===== src/ascs_map.vh =====
/*
 * constants for the sample and convert sequencer: register offsets,
 * field positions, reset values and timing counts.
 * assumes inclusion by bare name from the sequencer module.
 */
`ifndef ASCS_MAP_VH
`define ASCS_MAP_VH

// register word addresses
`define ASCS_CTRL_ADDR      8'h00
`define ASCS_STATUS_ADDR    8'h01
`define ASCS_FLAGS_ADDR     8'h02
`define ASCS_ENTRY_BASE     8'h40
`define ASCS_RESULT_BASE    8'h80

// control register fields
`define ASCS_CTRL_ENABLE    0
`define ASCS_CTRL_SWSTART   1
`define ASCS_CTRL_METHOD    2
`define ASCS_CTRL_INVERT    3
`define ASCS_CTRL_FORMAT    4
`define ASCS_CTRL_MODE_LO   5
`define ASCS_CTRL_RES_LO    7
`define ASCS_CTRL_SRC_LO    9
`define ASCS_CTRL_START_LO  12
`define ASCS_CTRL_SHTA_LO   17
`define ASCS_CTRL_SHTB_LO   21
`define ASCS_CTRL_RESET     32'h0000_0000

// entry control fields
`define ASCS_ENT_CHAN_LO    0
`define ASCS_ENT_DIFF       5
`define ASCS_ENT_EOS        6
`define ASCS_ENT_REF_LO     8
`define ASCS_ENT_RESET      12'h000

// conversion cycles per resolution
`define ASCS_CONV_8         5'd10
`define ASCS_CONV_10        5'd12
`define ASCS_CONV_12        5'd14

// differential offsets
`define ASCS_OFS_8          12'h080
`define ASCS_OFS_10         12'h200
`define ASCS_OFS_12         12'h800

// resolution and mode codes
`define ASCS_RES_8          2'b00
`define ASCS_RES_10         2'b01
`define ASCS_RES_12         2'b10
`define ASCS_MODE_SINGLE    2'b00
`define ASCS_MODE_SEQ       2'b01
`define ASCS_MODE_RPT_SINGLE 2'b10
`define ASCS_MODE_RPT_SEQ   2'b11

`endif


===== src/ascs_sequencer.v =====
/*
 * sample and convert sequencer: trigger select and inversion, extended
 * and pulse sampling, conversion timing, entry walk and result format.
 * assumes the analog core holds a 12 bit code on convCode in the ST_DONE cycle
 * and that all inputs are synchronous to core_clk (the conversion clock).
 */
// The implementer's own choices: the address-and-strobe port and the placing of the registers.
`include "ascs_map.vh"

// Function
// - rising trigger edge starts sample and convert
// - source select: software bit or seven inputs
// - conversion takes 10, 12, 14 cycles
// - polarity bit inverts selected trigger
// - extended mode: sampling follows trigger, sync+1
// - odd reference code means buffer in use
// - pulse mode: timer holds sampling through settling
// - sample time in steps of four cycles
// - time field A for entries 8-23
// - 32 results, each with control entry
// - pointer wraps 31 to 0 without end
// - start entry; sequence advances to end bit
// - result write sets its entry flag
// - format 0: right justified unsigned
// - differential unsigned adds half-scale offset
// - format 1: left justified two's complement
// - resolution codes 00, 01, 10 decoded
// - mode codes: single, sequence, repeats decoded
// - single mode: software retriggers, else re-enable
// - sequence stops at end bit; software retriggers, else rearm
// - no conversion unless enable bit set
module ascs_sequencer #(
	parameter ENTRIES   = 32,
	parameter SETTLE_CY = 8
) (
	// clock and reset
	input  wire        core_clk,
	input  wire        rst_n,
	// register port
	input  wire [7:0]  regAddr,
	input  wire [31:0] regWdata,
	input  wire        regWr,
	input  wire        regRd,
	output reg  [31:0] regRdata_r,
	// hardware trigger sources
	input  wire [6:0]  hwTrigger,
	// analog core
	input  wire        refSettled,
	input  wire [11:0] convCode,
	output reg         samplingActive_r,
	output reg         convStart_r,
	output reg  [4:0]  coreChannel_r,
	output reg  [3:0]  coreRef_r,
	output reg         coreDiff_r,
	output reg         refBufOn_r,
	output reg         refReadyFlag_r,
	output reg         busy_r
);
	localparam ST_IDLE = 5'b00001;
	localparam ST_SAMP = 5'b00010;
	localparam ST_SYNC = 5'b00100;
	localparam ST_CONV = 5'b01000;
	localparam ST_DONE = 5'b10000;

	reg [31:0] ctrl_r;
	reg [11:0] entry_r [0:ENTRIES-1];
	reg [15:0] result_r [0:ENTRIES-1];
	reg [31:0] flags_r;
	reg [4:0]  state_r;
	reg [4:0]  ptr_r;
	reg [9:0]  cnt_r;
	reg        trigPrev_r;
	reg        armed_r;
	reg        settled_r;
	reg        swStart_r;
	integer    i;

	wire       enable   = ctrl_r[`ASCS_CTRL_ENABLE];
	wire       method   = ctrl_r[`ASCS_CTRL_METHOD];
	wire       invert   = ctrl_r[`ASCS_CTRL_INVERT];
	wire       fmt      = ctrl_r[`ASCS_CTRL_FORMAT];
	wire [1:0] mode     = ctrl_r[`ASCS_CTRL_MODE_LO +: 2];
	wire [1:0] res      = ctrl_r[`ASCS_CTRL_RES_LO +: 2];
	wire [2:0] srcSel   = ctrl_r[`ASCS_CTRL_SRC_LO +: 3];
	wire [4:0] startSel = ctrl_r[`ASCS_CTRL_START_LO +: 5];
	wire [3:0] shtA     = ctrl_r[`ASCS_CTRL_SHTA_LO +: 4];
	wire [3:0] shtB     = ctrl_r[`ASCS_CTRL_SHTB_LO +: 4];

	// trigger select and polarity
	wire rawTrig = (srcSel == 3'd0) ? swStart_r : hwTrigger[srcSel - 3'd1];
	wire trig    = rawTrig ^ invert;
	wire trigRise = trig & ~trigPrev_r;

	wire [11:0] curEntry = entry_r[ptr_r];
	wire        curEos   = curEntry[`ASCS_ENT_EOS];
	wire        curDiff  = curEntry[`ASCS_ENT_DIFF];
	wire        bufUse   = curEntry[`ASCS_ENT_REF_LO];
	wire        seqMode  = mode[0];
	wire        rptMode  = mode[1];

	function [4:0] conv_cycles;
		input [1:0] r;
		begin
			case (r)
				`ASCS_RES_8:  conv_cycles = `ASCS_CONV_8;
				`ASCS_RES_10: conv_cycles = `ASCS_CONV_10;
				default:      conv_cycles = `ASCS_CONV_12;
			endcase
		end
	endfunction

	// four cycles per step; code 0 still gives one step
	function [9:0] sample_cycles;
		input [4:0] p;
		input [3:0] a;
		input [3:0] b;
		reg   [3:0] s;
		begin
			s = ((p >= 5'd8) && (p <= 5'd23)) ? a : b;
			sample_cycles = {4'h0, s, 2'b00} + 10'd4;
		end
	endfunction

	function [15:0] format_result;
		input [11:0] c;
		input [1:0]  r;
		input        d;
		input        f;
		reg   [11:0] u;
		reg   [11:0] ofs;
		reg   [11:0] m;
		begin
			case (r)
				`ASCS_RES_8:  begin m = 12'h0ff; ofs = `ASCS_OFS_8;  end
				`ASCS_RES_10: begin m = 12'h3ff; ofs = `ASCS_OFS_10; end
				default:      begin m = 12'hfff; ofs = `ASCS_OFS_12; end
			endcase
			// core codes differential as signed; unsigned view adds offset
			u = d ? ((c + ofs) & m) : (c & m);
			if (!f) begin
				format_result = {4'h0, u};
			end else begin
				// two's complement: flip msb of the unsigned value, justify left
				case (r)
					`ASCS_RES_8:  format_result = {~u[7],  u[6:0], 8'h00};
					`ASCS_RES_10: format_result = {~u[9],  u[8:0], 6'h00};
					default:      format_result = {~u[11], u[10:0], 4'h0};
				endcase
			end
		end
	endfunction

	always @(posedge core_clk or negedge rst_n) begin
		if (!rst_n) begin
			ctrl_r           <= `ASCS_CTRL_RESET;
			flags_r          <= 32'h0000_0000;
			state_r          <= ST_IDLE;
			ptr_r            <= 5'h00;
			cnt_r            <= 10'h000;
			trigPrev_r       <= 1'b0;
			armed_r          <= 1'b0;
			settled_r        <= 1'b0;
			swStart_r        <= 1'b0;
			regRdata_r       <= 32'h0000_0000;
			samplingActive_r <= 1'b0;
			convStart_r      <= 1'b0;
			coreChannel_r    <= 5'h00;
			coreRef_r        <= 4'h0;
			coreDiff_r       <= 1'b0;
			refBufOn_r       <= 1'b0;
			refReadyFlag_r   <= 1'b0;
			busy_r           <= 1'b0;
			for (i = 0; i < ENTRIES; i = i + 1) begin
				entry_r[i]  <= `ASCS_ENT_RESET;
				result_r[i] <= 16'h0000;
			end
		end else begin
			trigPrev_r  <= trig;
			convStart_r <= 1'b0;
			// software start bit self-clears after one cycle
			swStart_r   <= 1'b0;

			// register writes; config is meant to change only while disabled
			if (regWr) begin
				if (regAddr == `ASCS_CTRL_ADDR) begin
					ctrl_r <= {regWdata[31:2], 1'b0, regWdata[0]};
					swStart_r <= regWdata[`ASCS_CTRL_SWSTART];
					// re-enable after disable rearms the trigger
					if (regWdata[`ASCS_CTRL_ENABLE] && !enable)
						armed_r <= 1'b1;
					if (!regWdata[`ASCS_CTRL_ENABLE])
						armed_r <= 1'b0;
				end
				if ((regAddr & 8'hc0) == `ASCS_ENTRY_BASE)
					entry_r[regAddr[4:0]] <= regWdata[11:0];
			end

			// reads: result read clears its flag unless set now
			regRdata_r <= 32'h0000_0000;
			if (regRd) begin
				if (regAddr == `ASCS_CTRL_ADDR)
					regRdata_r <= ctrl_r;
				else if (regAddr == `ASCS_STATUS_ADDR)
					regRdata_r <= {21'h0, ptr_r, state_r, busy_r};
				else if (regAddr == `ASCS_FLAGS_ADDR)
					regRdata_r <= flags_r;
				else if ((regAddr & 8'hc0) == `ASCS_ENTRY_BASE)
					regRdata_r <= {20'h0, entry_r[regAddr[4:0]]};
				else if ((regAddr & 8'hc0) == `ASCS_RESULT_BASE)
					regRdata_r <= {16'h0, result_r[regAddr[4:0]]};
			end
			if (regRd && ((regAddr & 8'hc0) == `ASCS_RESULT_BASE)
			    && !((state_r == ST_DONE) && (ptr_r == regAddr[4:0])))
				flags_r[regAddr[4:0]] <= 1'b0;

			coreChannel_r <= curEntry[`ASCS_ENT_CHAN_LO +: 5];
			coreRef_r     <= curEntry[`ASCS_ENT_REF_LO +: 4];
			coreDiff_r    <= curDiff;

			case (state_r)
				ST_IDLE: begin
					// busy stays up between entries of a running sequence
					if (!enable)
						busy_r <= 1'b0;
					if (!busy_r)
						ptr_r <= startSel;
					if (enable && trigRise && (armed_r || srcSel == 3'd0)) begin
						state_r          <= ST_SAMP;
						samplingActive_r <= 1'b1;
						busy_r           <= 1'b1;
						refBufOn_r       <= bufUse;
						settled_r        <= ~bufUse;
						// without buffer the sample interval is loaded at once
						cnt_r            <= bufUse ? SETTLE_CY[9:0] :
						                    sample_cycles(busy_r ? ptr_r : startSel, shtA, shtB);
						armed_r          <= 1'b0;
					end
				end
				ST_SAMP: begin
					if (!settled_r) begin
						// settling; in extended mode ready flag only while trigger is asserted
						if (cnt_r != 10'h000)
							cnt_r <= cnt_r - 10'd1;
						// pulse mode needs no held trigger while settling
						else if (refSettled && (trig || method)) begin
							settled_r      <= 1'b1;
							refReadyFlag_r <= 1'b1;
							cnt_r <= sample_cycles(ptr_r, shtA, shtB);
						end
					end else if (!method) begin
						if (!trig) begin
							samplingActive_r <= 1'b0;
							state_r          <= ST_SYNC;
						end
					end else if (cnt_r > 10'd1) begin
						cnt_r <= cnt_r - 10'd1;
					end else begin
						samplingActive_r <= 1'b0;
						state_r          <= ST_SYNC;
					end
				end
				ST_SYNC: begin
					// one further cycle after sync, then conversion runs
					refReadyFlag_r <= 1'b0;
					convStart_r    <= 1'b1;
					cnt_r          <= {5'h00, conv_cycles(res)};
					state_r        <= ST_CONV;
				end
				ST_CONV: begin
					if (cnt_r > 10'd1)
						cnt_r <= cnt_r - 10'd1;
					else
						state_r <= ST_DONE;
				end
				ST_DONE: begin
					result_r[ptr_r] <= format_result(convCode, res, curDiff, fmt);
					flags_r[ptr_r]  <= 1'b1;
					state_r         <= ST_IDLE;
					if (seqMode && !curEos) begin
						ptr_r  <= ptr_r + 5'd1;
						busy_r <= 1'b1;
						armed_r <= 1'b1;
					end else begin
						// end of sequence or single: stop or rearm
						busy_r  <= 1'b0;
						armed_r <= rptMode & enable;
					end
				end
				default: state_r <= ST_IDLE;
			endcase
		end
	end
endmodule


===== config.mk =====
export PLATFORM = sky130hd
export DESIGN_NAME = ascs_sequencer
export DESIGN_NICKNAME = d
export VERILOG_FILES = /design/src/ascs_sequencer.v
export VERILOG_INCLUDE_DIRS = /design/src
export SDC_FILE = /design/constraint.sdc
export NUM_CORES = 2
export LEC_CHECK = 0
export BUFFER_PORTS_ARGS = -buffer_cell sky130_fd_sc_hd__buf_2
export CELL_PAD_IN_SITES_DETAIL_PLACEMENT = 0
export CELL_PAD_IN_SITES_GLOBAL_PLACEMENT = 1
export CORE_MARGIN = 5
export CORE_UTILIZATION = 47
export CTS_CLUSTER_SIZE = 40
export DETAILED_ROUTE_END_ITERATION = 12
export GPL_ROUTABILITY_DRIVEN = 1
export PLACE_DENSITY_LB_ADDON = 0.1
export SLEW_MARGIN = 20
export SYNTH_ARGS = -nofsm -noshare
export SYNTH_HDL_FRONTEND = slang
export SYNTH_SLANG_ARGS = --single-unit

===== constraint.sdc =====
create_clock -name core_clk -period 3.2 [get_ports core_clk]
set_input_delay 0.64 -clock core_clk [delete_from_list [all_inputs] [get_ports core_clk]]
set_output_delay 0.64 -clock core_clk [all_outputs]
set_load 0.02 [all_outputs]

# Word level (Yosys, flattened, before mapping)
# Index checks and enable logic that the tools add are counted.
# W data, S select, Z words.
# totals
output_inout_bits	47
in_bits	64
regBits	1030
elab_cells	265
# classes
magnitude_cmp	14
mux	88
eq_ne	23
bitwise_logic	15
reduce_logical	37
add_sub_neg	6
# op_table
op	n
$bwmux W512	1
$bwmux W384	1
$mux W32	6
$bmux W12 S5	2
$mux W16	7
$mux W12	8
$bmux W16 S5	1
$demux W16 S5	1
$demux W12 S5	1
$mux W10	6
$pmux W12 S2	2
$mux W5	8
$pmux W10 S4	1
$and A32 B32 Y32	1
$not A32 Y32	1
$or A32 B32 Y32	1
$pmux W16 S2	1
$mux W1	28
$and A12 B12 Y12	2
$pmux W5 S4	1
$add A6 B3 Y7 const B	2
$logic_and A1 B1 Y1	14
$add A12 B12 Y12	1
$ge A6 B6 Y1 const B	2
46 further kinds	84

# Logic depth before layout (Yosys ltp)
# depth
depth_word	11
ltp_mapped	13
depth_no_buf	10

# Worst setup path before layout
# Ideal clock, no wire load.
# synth_path
kind	reg-to-reg
from	register ctrl_r[9]
to	register cnt_r[4]
stages_incl_launch_ff	11
t_required_ns	3.072
t_arrival_ns	2.942
setup_slack_ns	0.130
path_buffers	1
setup_ns	0.128
synth_period_minus_slack_ns	3.070
path_cell_list	dfrtp_1 -> inv_1 -> ha_1 -> mux2i_1 -> mux4_2 -> a21oi_2 -> xor2_4 -> o31ai_1 -> or3_1 -> buf_2 -> mux2_1
# synth_via
elab_chain_cells	10
elab_cells_between_ends	15
classes_between	1 x add/sub; 2 x eq/ne; 3 x mux; 2 x bitwise; 7 x reduce/logical
# synth_rtl
item	line	rtl
start, declared	ascs_sequencer.v:65	reg [31:0] ctrl_r;
start signal, assigned	ascs_sequencer.v:155	ctrl_r <= `ASCS_CTRL_RESET;
start signal, assigned	ascs_sequencer.v:186	ctrl_r <= {regWdata[31:2], 1'b0, regWdata[0]};
$sub A3 B1 Y3	ascs_sequencer.v:90	wire rawTrig = (srcSel == 3'd0) ? swStart_r : hwTrigger[srcSel - 3'd1];
$bmux W1 S3	ascs_sequencer.v:90	
$mux W1 (implied by the code)	ascs_sequencer.v:90	
$mux W1 (*)	ascs_sequencer.v:90	
$xor A1 B1 Y1 (*)	ascs_sequencer.v:91	wire trig = rawTrig ^ invert;
via trig	ascs_sequencer.v:91	
$and A1 B1 Y1	ascs_sequencer.v:92	wire trigRise = trig & ~trigPrev_r;
$logic_and A1 B1 Y1 (2 in series)	ascs_sequencer.v:227	if (enable && trigRise && (armed_r || srcSel == 3'd0)) begin
$ne A2 B2 Y1 (no line)	--	
$reduce_and A4 Y1 (no line) (*)	--	
end signal, assigned	ascs_sequencer.v:234	cnt_r <= bufUse ? SETTLE_CY[9:0] :
end signal, assigned	ascs_sequencer.v:243	cnt_r <= cnt_r - 10'd1;
end signal, assigned	ascs_sequencer.v:248	cnt_r <= sample_cycles(ptr_r, shtA, shtB);
end, declared	ascs_sequencer.v:71	reg [9:0] cnt_r;
# Mark *: on every way through the listed nets, which the timed path passes. The rest lies on a longest branch. The select of a mux whose other input is x is not followed.
# A chain may end at the register's enable or synchronous reset.

# Worst setup path after layout
# layout_path
from	register ptr_r[0]
to	register result_r[490] in the netlist's numbering
# layout_via
elab_chain_cells	9
elab_cells_between_ends	14
classes_between	2 x order compare; 10 x mux; 1 x bitwise; 1 x reduce/logical
# layout_rtl
item	line	rtl
start, declared	ascs_sequencer.v:70	reg [4:0] ptr_r;
start signal, assigned	ascs_sequencer.v:226	ptr_r <= startSel;
start signal, assigned	ascs_sequencer.v:280	ptr_r <= ptr_r + 5'd1;
$not A5 Y6 (implied by the code) (*)	ascs_sequencer.v:94, ascs_sequencer.v:276	
$bmux W12 S5	ascs_sequencer.v:94	wire [11:0] curEntry = entry_r[ptr_r];
$mux W12 (implied by the code) (2 in series)	ascs_sequencer.v:94	
$mux W12	ascs_sequencer.v:139	u = d ? ((c + ofs) & m) : (c & m);
$pmux W16 S2	ascs_sequencer.v:144	case (r)
$mux W16	ascs_sequencer.v:140	if (!f) begin
$mux W16	ascs_sequencer.v:220	case (state_r)
$bwmux W512 (*)	ascs_sequencer.v:276	result_r[ptr_r] <= format_result(convCode, res, curDiff, fmt);
end signal, assigned by index	ascs_sequencer.v:276	
end, declared	ascs_sequencer.v:67	reg [15:0] result_r [0:ENTRIES-1];
# Every way passes the cells marked *; elsewhere a longest branch is shown, timed or not. The select of a mux whose other input is x is not followed.

==> metrics.md <==
| Metric | Value |
|---|---|
| Outcome | `complete, no violations` |
| Sequential area share after synthesis | `a little over half` |
| Crit-path cells | `buf_12 -> mux2i_2 -> o22ai_1 -> nor3_2 -> buf_4 -> o21a_1 -> buf_4 -> nor4_1 -> a311oi_4 -> buf_12 -> a31oi_1` |
| Main synth FF type | `dfrtp_1` |
| GRT overflow | `0` |
| CTS tree | `built` |
| Distinct cells, synth | `81` |
| Post-synthesis mux area share | `approximately 27%` |
| Die area | `approximately 110000 sq um` |
| Top delay family on crit path | `buffers and inverters` |
| Layout Cells excl Fill | `5662` |
| First-pass GRT wire length | `about 240000 um` |
| Critical path data required time | `around 3800 ps` |
| Setup TNS | `0 ps` |
| Routed via count | `around 35000` |
| Area of the core | `103900 sq um` |
| Slowest cell delay on critical path | `around 520 ps` |
| Syn Area/Cell | `12.52 sq um` |
| Post-synthesis simple-gate area fraction | `~7.6%` |
| Final Setup Violations | `0` |
| Max cap viols | `0` |
| Critical Path Source Type | `register` |
| CTS Buffer Depth | `3` |
| Post-Synth XOR/XNOR Area | `less than 1%` |
| Post-detail-place hpwl | `approximately 110000 um` |
| Drt initial violations | `between 3000 and 4000` |
| Largest family of logic cells by synthesized area | `multiplexers` |
| Synth Cell Area | `between 40000 and 50000 sq um` |
| Clk sinks | `just over 1000` |
| Total GRT Usage | `~29%` |
| Row cnt | `118` |
| Compound-Gate Fraction of Synth Area | `under 10%` |
| Clk_skew | `between 40 and 50 ps` |
| I/O Buffers | `between 100 and 150` |
| Crit. End Element | `register` |
| DR pass1 iterations | `6` |
| Layout cells sized above 1 | `35.61%` |
| Synth-to-Final Area Change | `16.79%` |
| Setup WS post-layout | `68.73 ps` |
| Nets | `4262` |
| Antenna violations before repair | `9` |
| Inst Count DP | `5442` |
| Max VDD drop | `0.5235 mV` |
| Vias in the first global route | `34490` |
| Pwr dens | `~570 nW/um^2` |
| CTS Buf Count | `around 120` |
| Crit path arrival time | `about 3700 ps` |
| Per-cell routed wire length | `approximately 28 um` |
| Seq cells post-synth | `roughly 1000` |
| EDFF count, synth | `0` |
| Syn_nets | `approximately 4000` |
| Async SR Flop Fraction | `between 90% and 100%` |
| Pre-CTS setup slack | `-317.9 ps` |
| Adder-cell area share of the yosys netlist | `0.3551%` |
| Kind of critical path | `reg -> reg` |
| Critical path's slowest cell | `dfrtp_4` |
| Chip height | `approximately 330 um` |
| Worst-path fanout max | `32` |
| Placer congestion estimate | `0.8908` |
| Worst Path Buf+Inv | `4` |
| Clock slew at reported path FFs | `~60 ps` |
| Crit path time final | `3131 ps` |
| Clk Latency, worst-skew pair | `between 700 and 800 ps` |
| CTS Root Cell | `clkbuf_16` |
| Htree depth | `3` |
| Worst min path class | `in -> reg` |
| Die X | `between 300 and 400 um` |
| Period utilization | `slightly below 100%` |
| Synth Instances | `around 3900` |
| Slew Viols, Final | `0` |
| Initial Utilization | `between 40 and 50%` |
| Slew margin rel. | `between 30% and 40%` |
| Io pins | `about 110` |
| Via/cell ratio | `6.133` |
| Final hold vios | `0` |
| Fmax | `roughly 320 MHz` |
| Largest net degree at the start of global routing | `between 90 and 100` |
| Antenna-violating nets left | `0` |
| P_leak | `between 20 and 30 nW` |
| Post-Route WL | `about 160000 um` |
| RSZ-0062 raised after global routing | `false` |
| Ys Warns | `0` |
| Slew @ Worst Pin | `~1000 ps` |
| DR DRC count | `0` |
## placed cells by master (no fill, tap or decap), drive strengths merged, types with 10 or more instances in the layout
cell and n:
nand2b 13, a31oi 42, nor2b 14, o22ai 29
o21ai 486, a21oi 38, dfrtp 1029, nand3 55
nor3 24, ha 14, a22oi 83, o221ai 12
inv 22, clkinv 21, nand4 14, clkbuf 174
xor2 10, nor2 177, mux2 503, nand2 537
mux2i 39, buf 458, mux4 321, a221oi 14
## per-stage QoR
step / total power [mW] / hold slack, ps / utilization [%] / instance area [sq um]
after floorplan: 16.91 / 344.4 / - / 49330
after global placement: 19.03 / 455.7 / 51.58 / 53610
after detailed placement: 19.05 / 464.8 / 51.58 / 53610
after CTS: 32.76 / 118.6 / 55.38 / 57560
after global routing: 33.75 / 140.3 / 55.42 / 57600
final: 32.58 / 164.0 / 55.43 / 57610
## worst reg2reg max path, delay by kind of cell (launching register included)
family                 cells  cell delay, ps
flip-flops                 1             520
AO/OA/AOI/OAI              4             880
buffers and inverters      4             890
multiplexers               1             320
AND/OR/NAND/NOR            2             370
## cell families (layout without fill, tap and decap cells)
kind of cell	count (synthesis)	count (layout)
adders and majority gates	14	14
AOI/OAI and AO/OA	770	770
buffers and inverters	354	690
xor gates and xnor gates	19	19
and+or+nand+nor	891	891
DFF	1030	1030
muxes	863	863
other	0	5
## report_power, final
part | total (mW) | switching (mW) | internal [mW]
logic | 4.78 | 2.74 | 2.04
registers | 14.1 | 0.502 | 13.6
clock network | 13.7 | 5.49 | 8.18
total | 32.6 | 8.74 | 23.8
## layout make-up
class / count / area [sq um]
fillers: 8830 / 46330
clock inverters: 36 / 451.7
repair buffers: 459 / 3879
multi-input cells: 2557 / 22190
inverters: 21 / 81.33
clock buffers: 174 / 3482
well taps: 1380 / 1727
flip-flops and latches: 1030 / 25790
diodes: 5 / 12.51
## state kept, by name, indices dropped and copies added, names as in the netlist, 4 cells and up
register       count
result_r         512
entry_r          384
flags_r           32
regRdata_r        32
ctrl_r            31
cnt_r             10
coreChannel_r      5
ptr_r              5
state_r            5
coreRef_r          4
## cell usage after synthesis, types with 9 or more instances
library cell	number	share of area, %
dfrtp_1	1029	52
nand2_1	537	4.1
mux2_2	469	11
o21ai_0	446	4.5
mux4_2	321	15
clkbuf_1	224	1.7
nor2_1	176	1.3
a22oi_1	83	1.3
buf_2	76	0.77
nand3_1	55	0.56
a31oi_1	42	0.53
o21ai_1	40	0.41
mux2i_1	39	0.79
a21oi_1	36	0.37
mux2_4	33	1.0
o22ai_1	29	0.37
nor3_1	24	0.24
buf_1	23	0.18
inv_1	17	0.13
a221oi_1	14	0.25
ha_1	14	0.36
nand4_1	14	0.18
nor2b_1	14	0.18
nand2b_1	13	0.16
o221ai_1	10	0.18
nor3b_1	9	0.14
xnor2_1	9	0.16
xor2_1	9	0.16
## worst paths after layout
check                                     startpoint                         to  slack, ps  cells after the start
max                             ptr_r[0]$_DFFE_PN0P_  result_r[490]$_DFFE_PN0P_         70                     11
min                                     regWdata[29]     ctrl_r[29]$_DFFE_PN0P_        160                      2
max reg2reg                     ptr_r[0]$_DFFE_PN0P_  result_r[490]$_DFFE_PN0P_         70                     11
min reg2reg                result_r[332]$_DFFE_PN0P_  result_r[332]$_DFFE_PN0P_        470                      2
max in group asynchronous                      rst_n  result_r[394]$_DFFE_PN0P_       1680                      4
min in group asynchronous                      rst_n   result_r[22]$_DFFE_PN0P_        450                      2
## per-layer routing
layer	vias to the layer above	global-route usage [%]	wire, um
met2	1361	41.00	68600
met4	8	7.209	4693
met5	-	0	48
met3	272	8.119	14740
li1	15010	-	-
met1	18070	43.84	73080
## timing repair
action / CTS / global route
gates resized for setup: 2 / 1
hold buffers: 1 / 0
buffers inserted: 0 / 4
endpoints found under the setup margin: 253 / 172
hold endpoints to repair: 27 / 0
pin swaps: 0 / 1
cloned: 0 / 0
No activity file was read; power rests on OpenSTA's default activity.
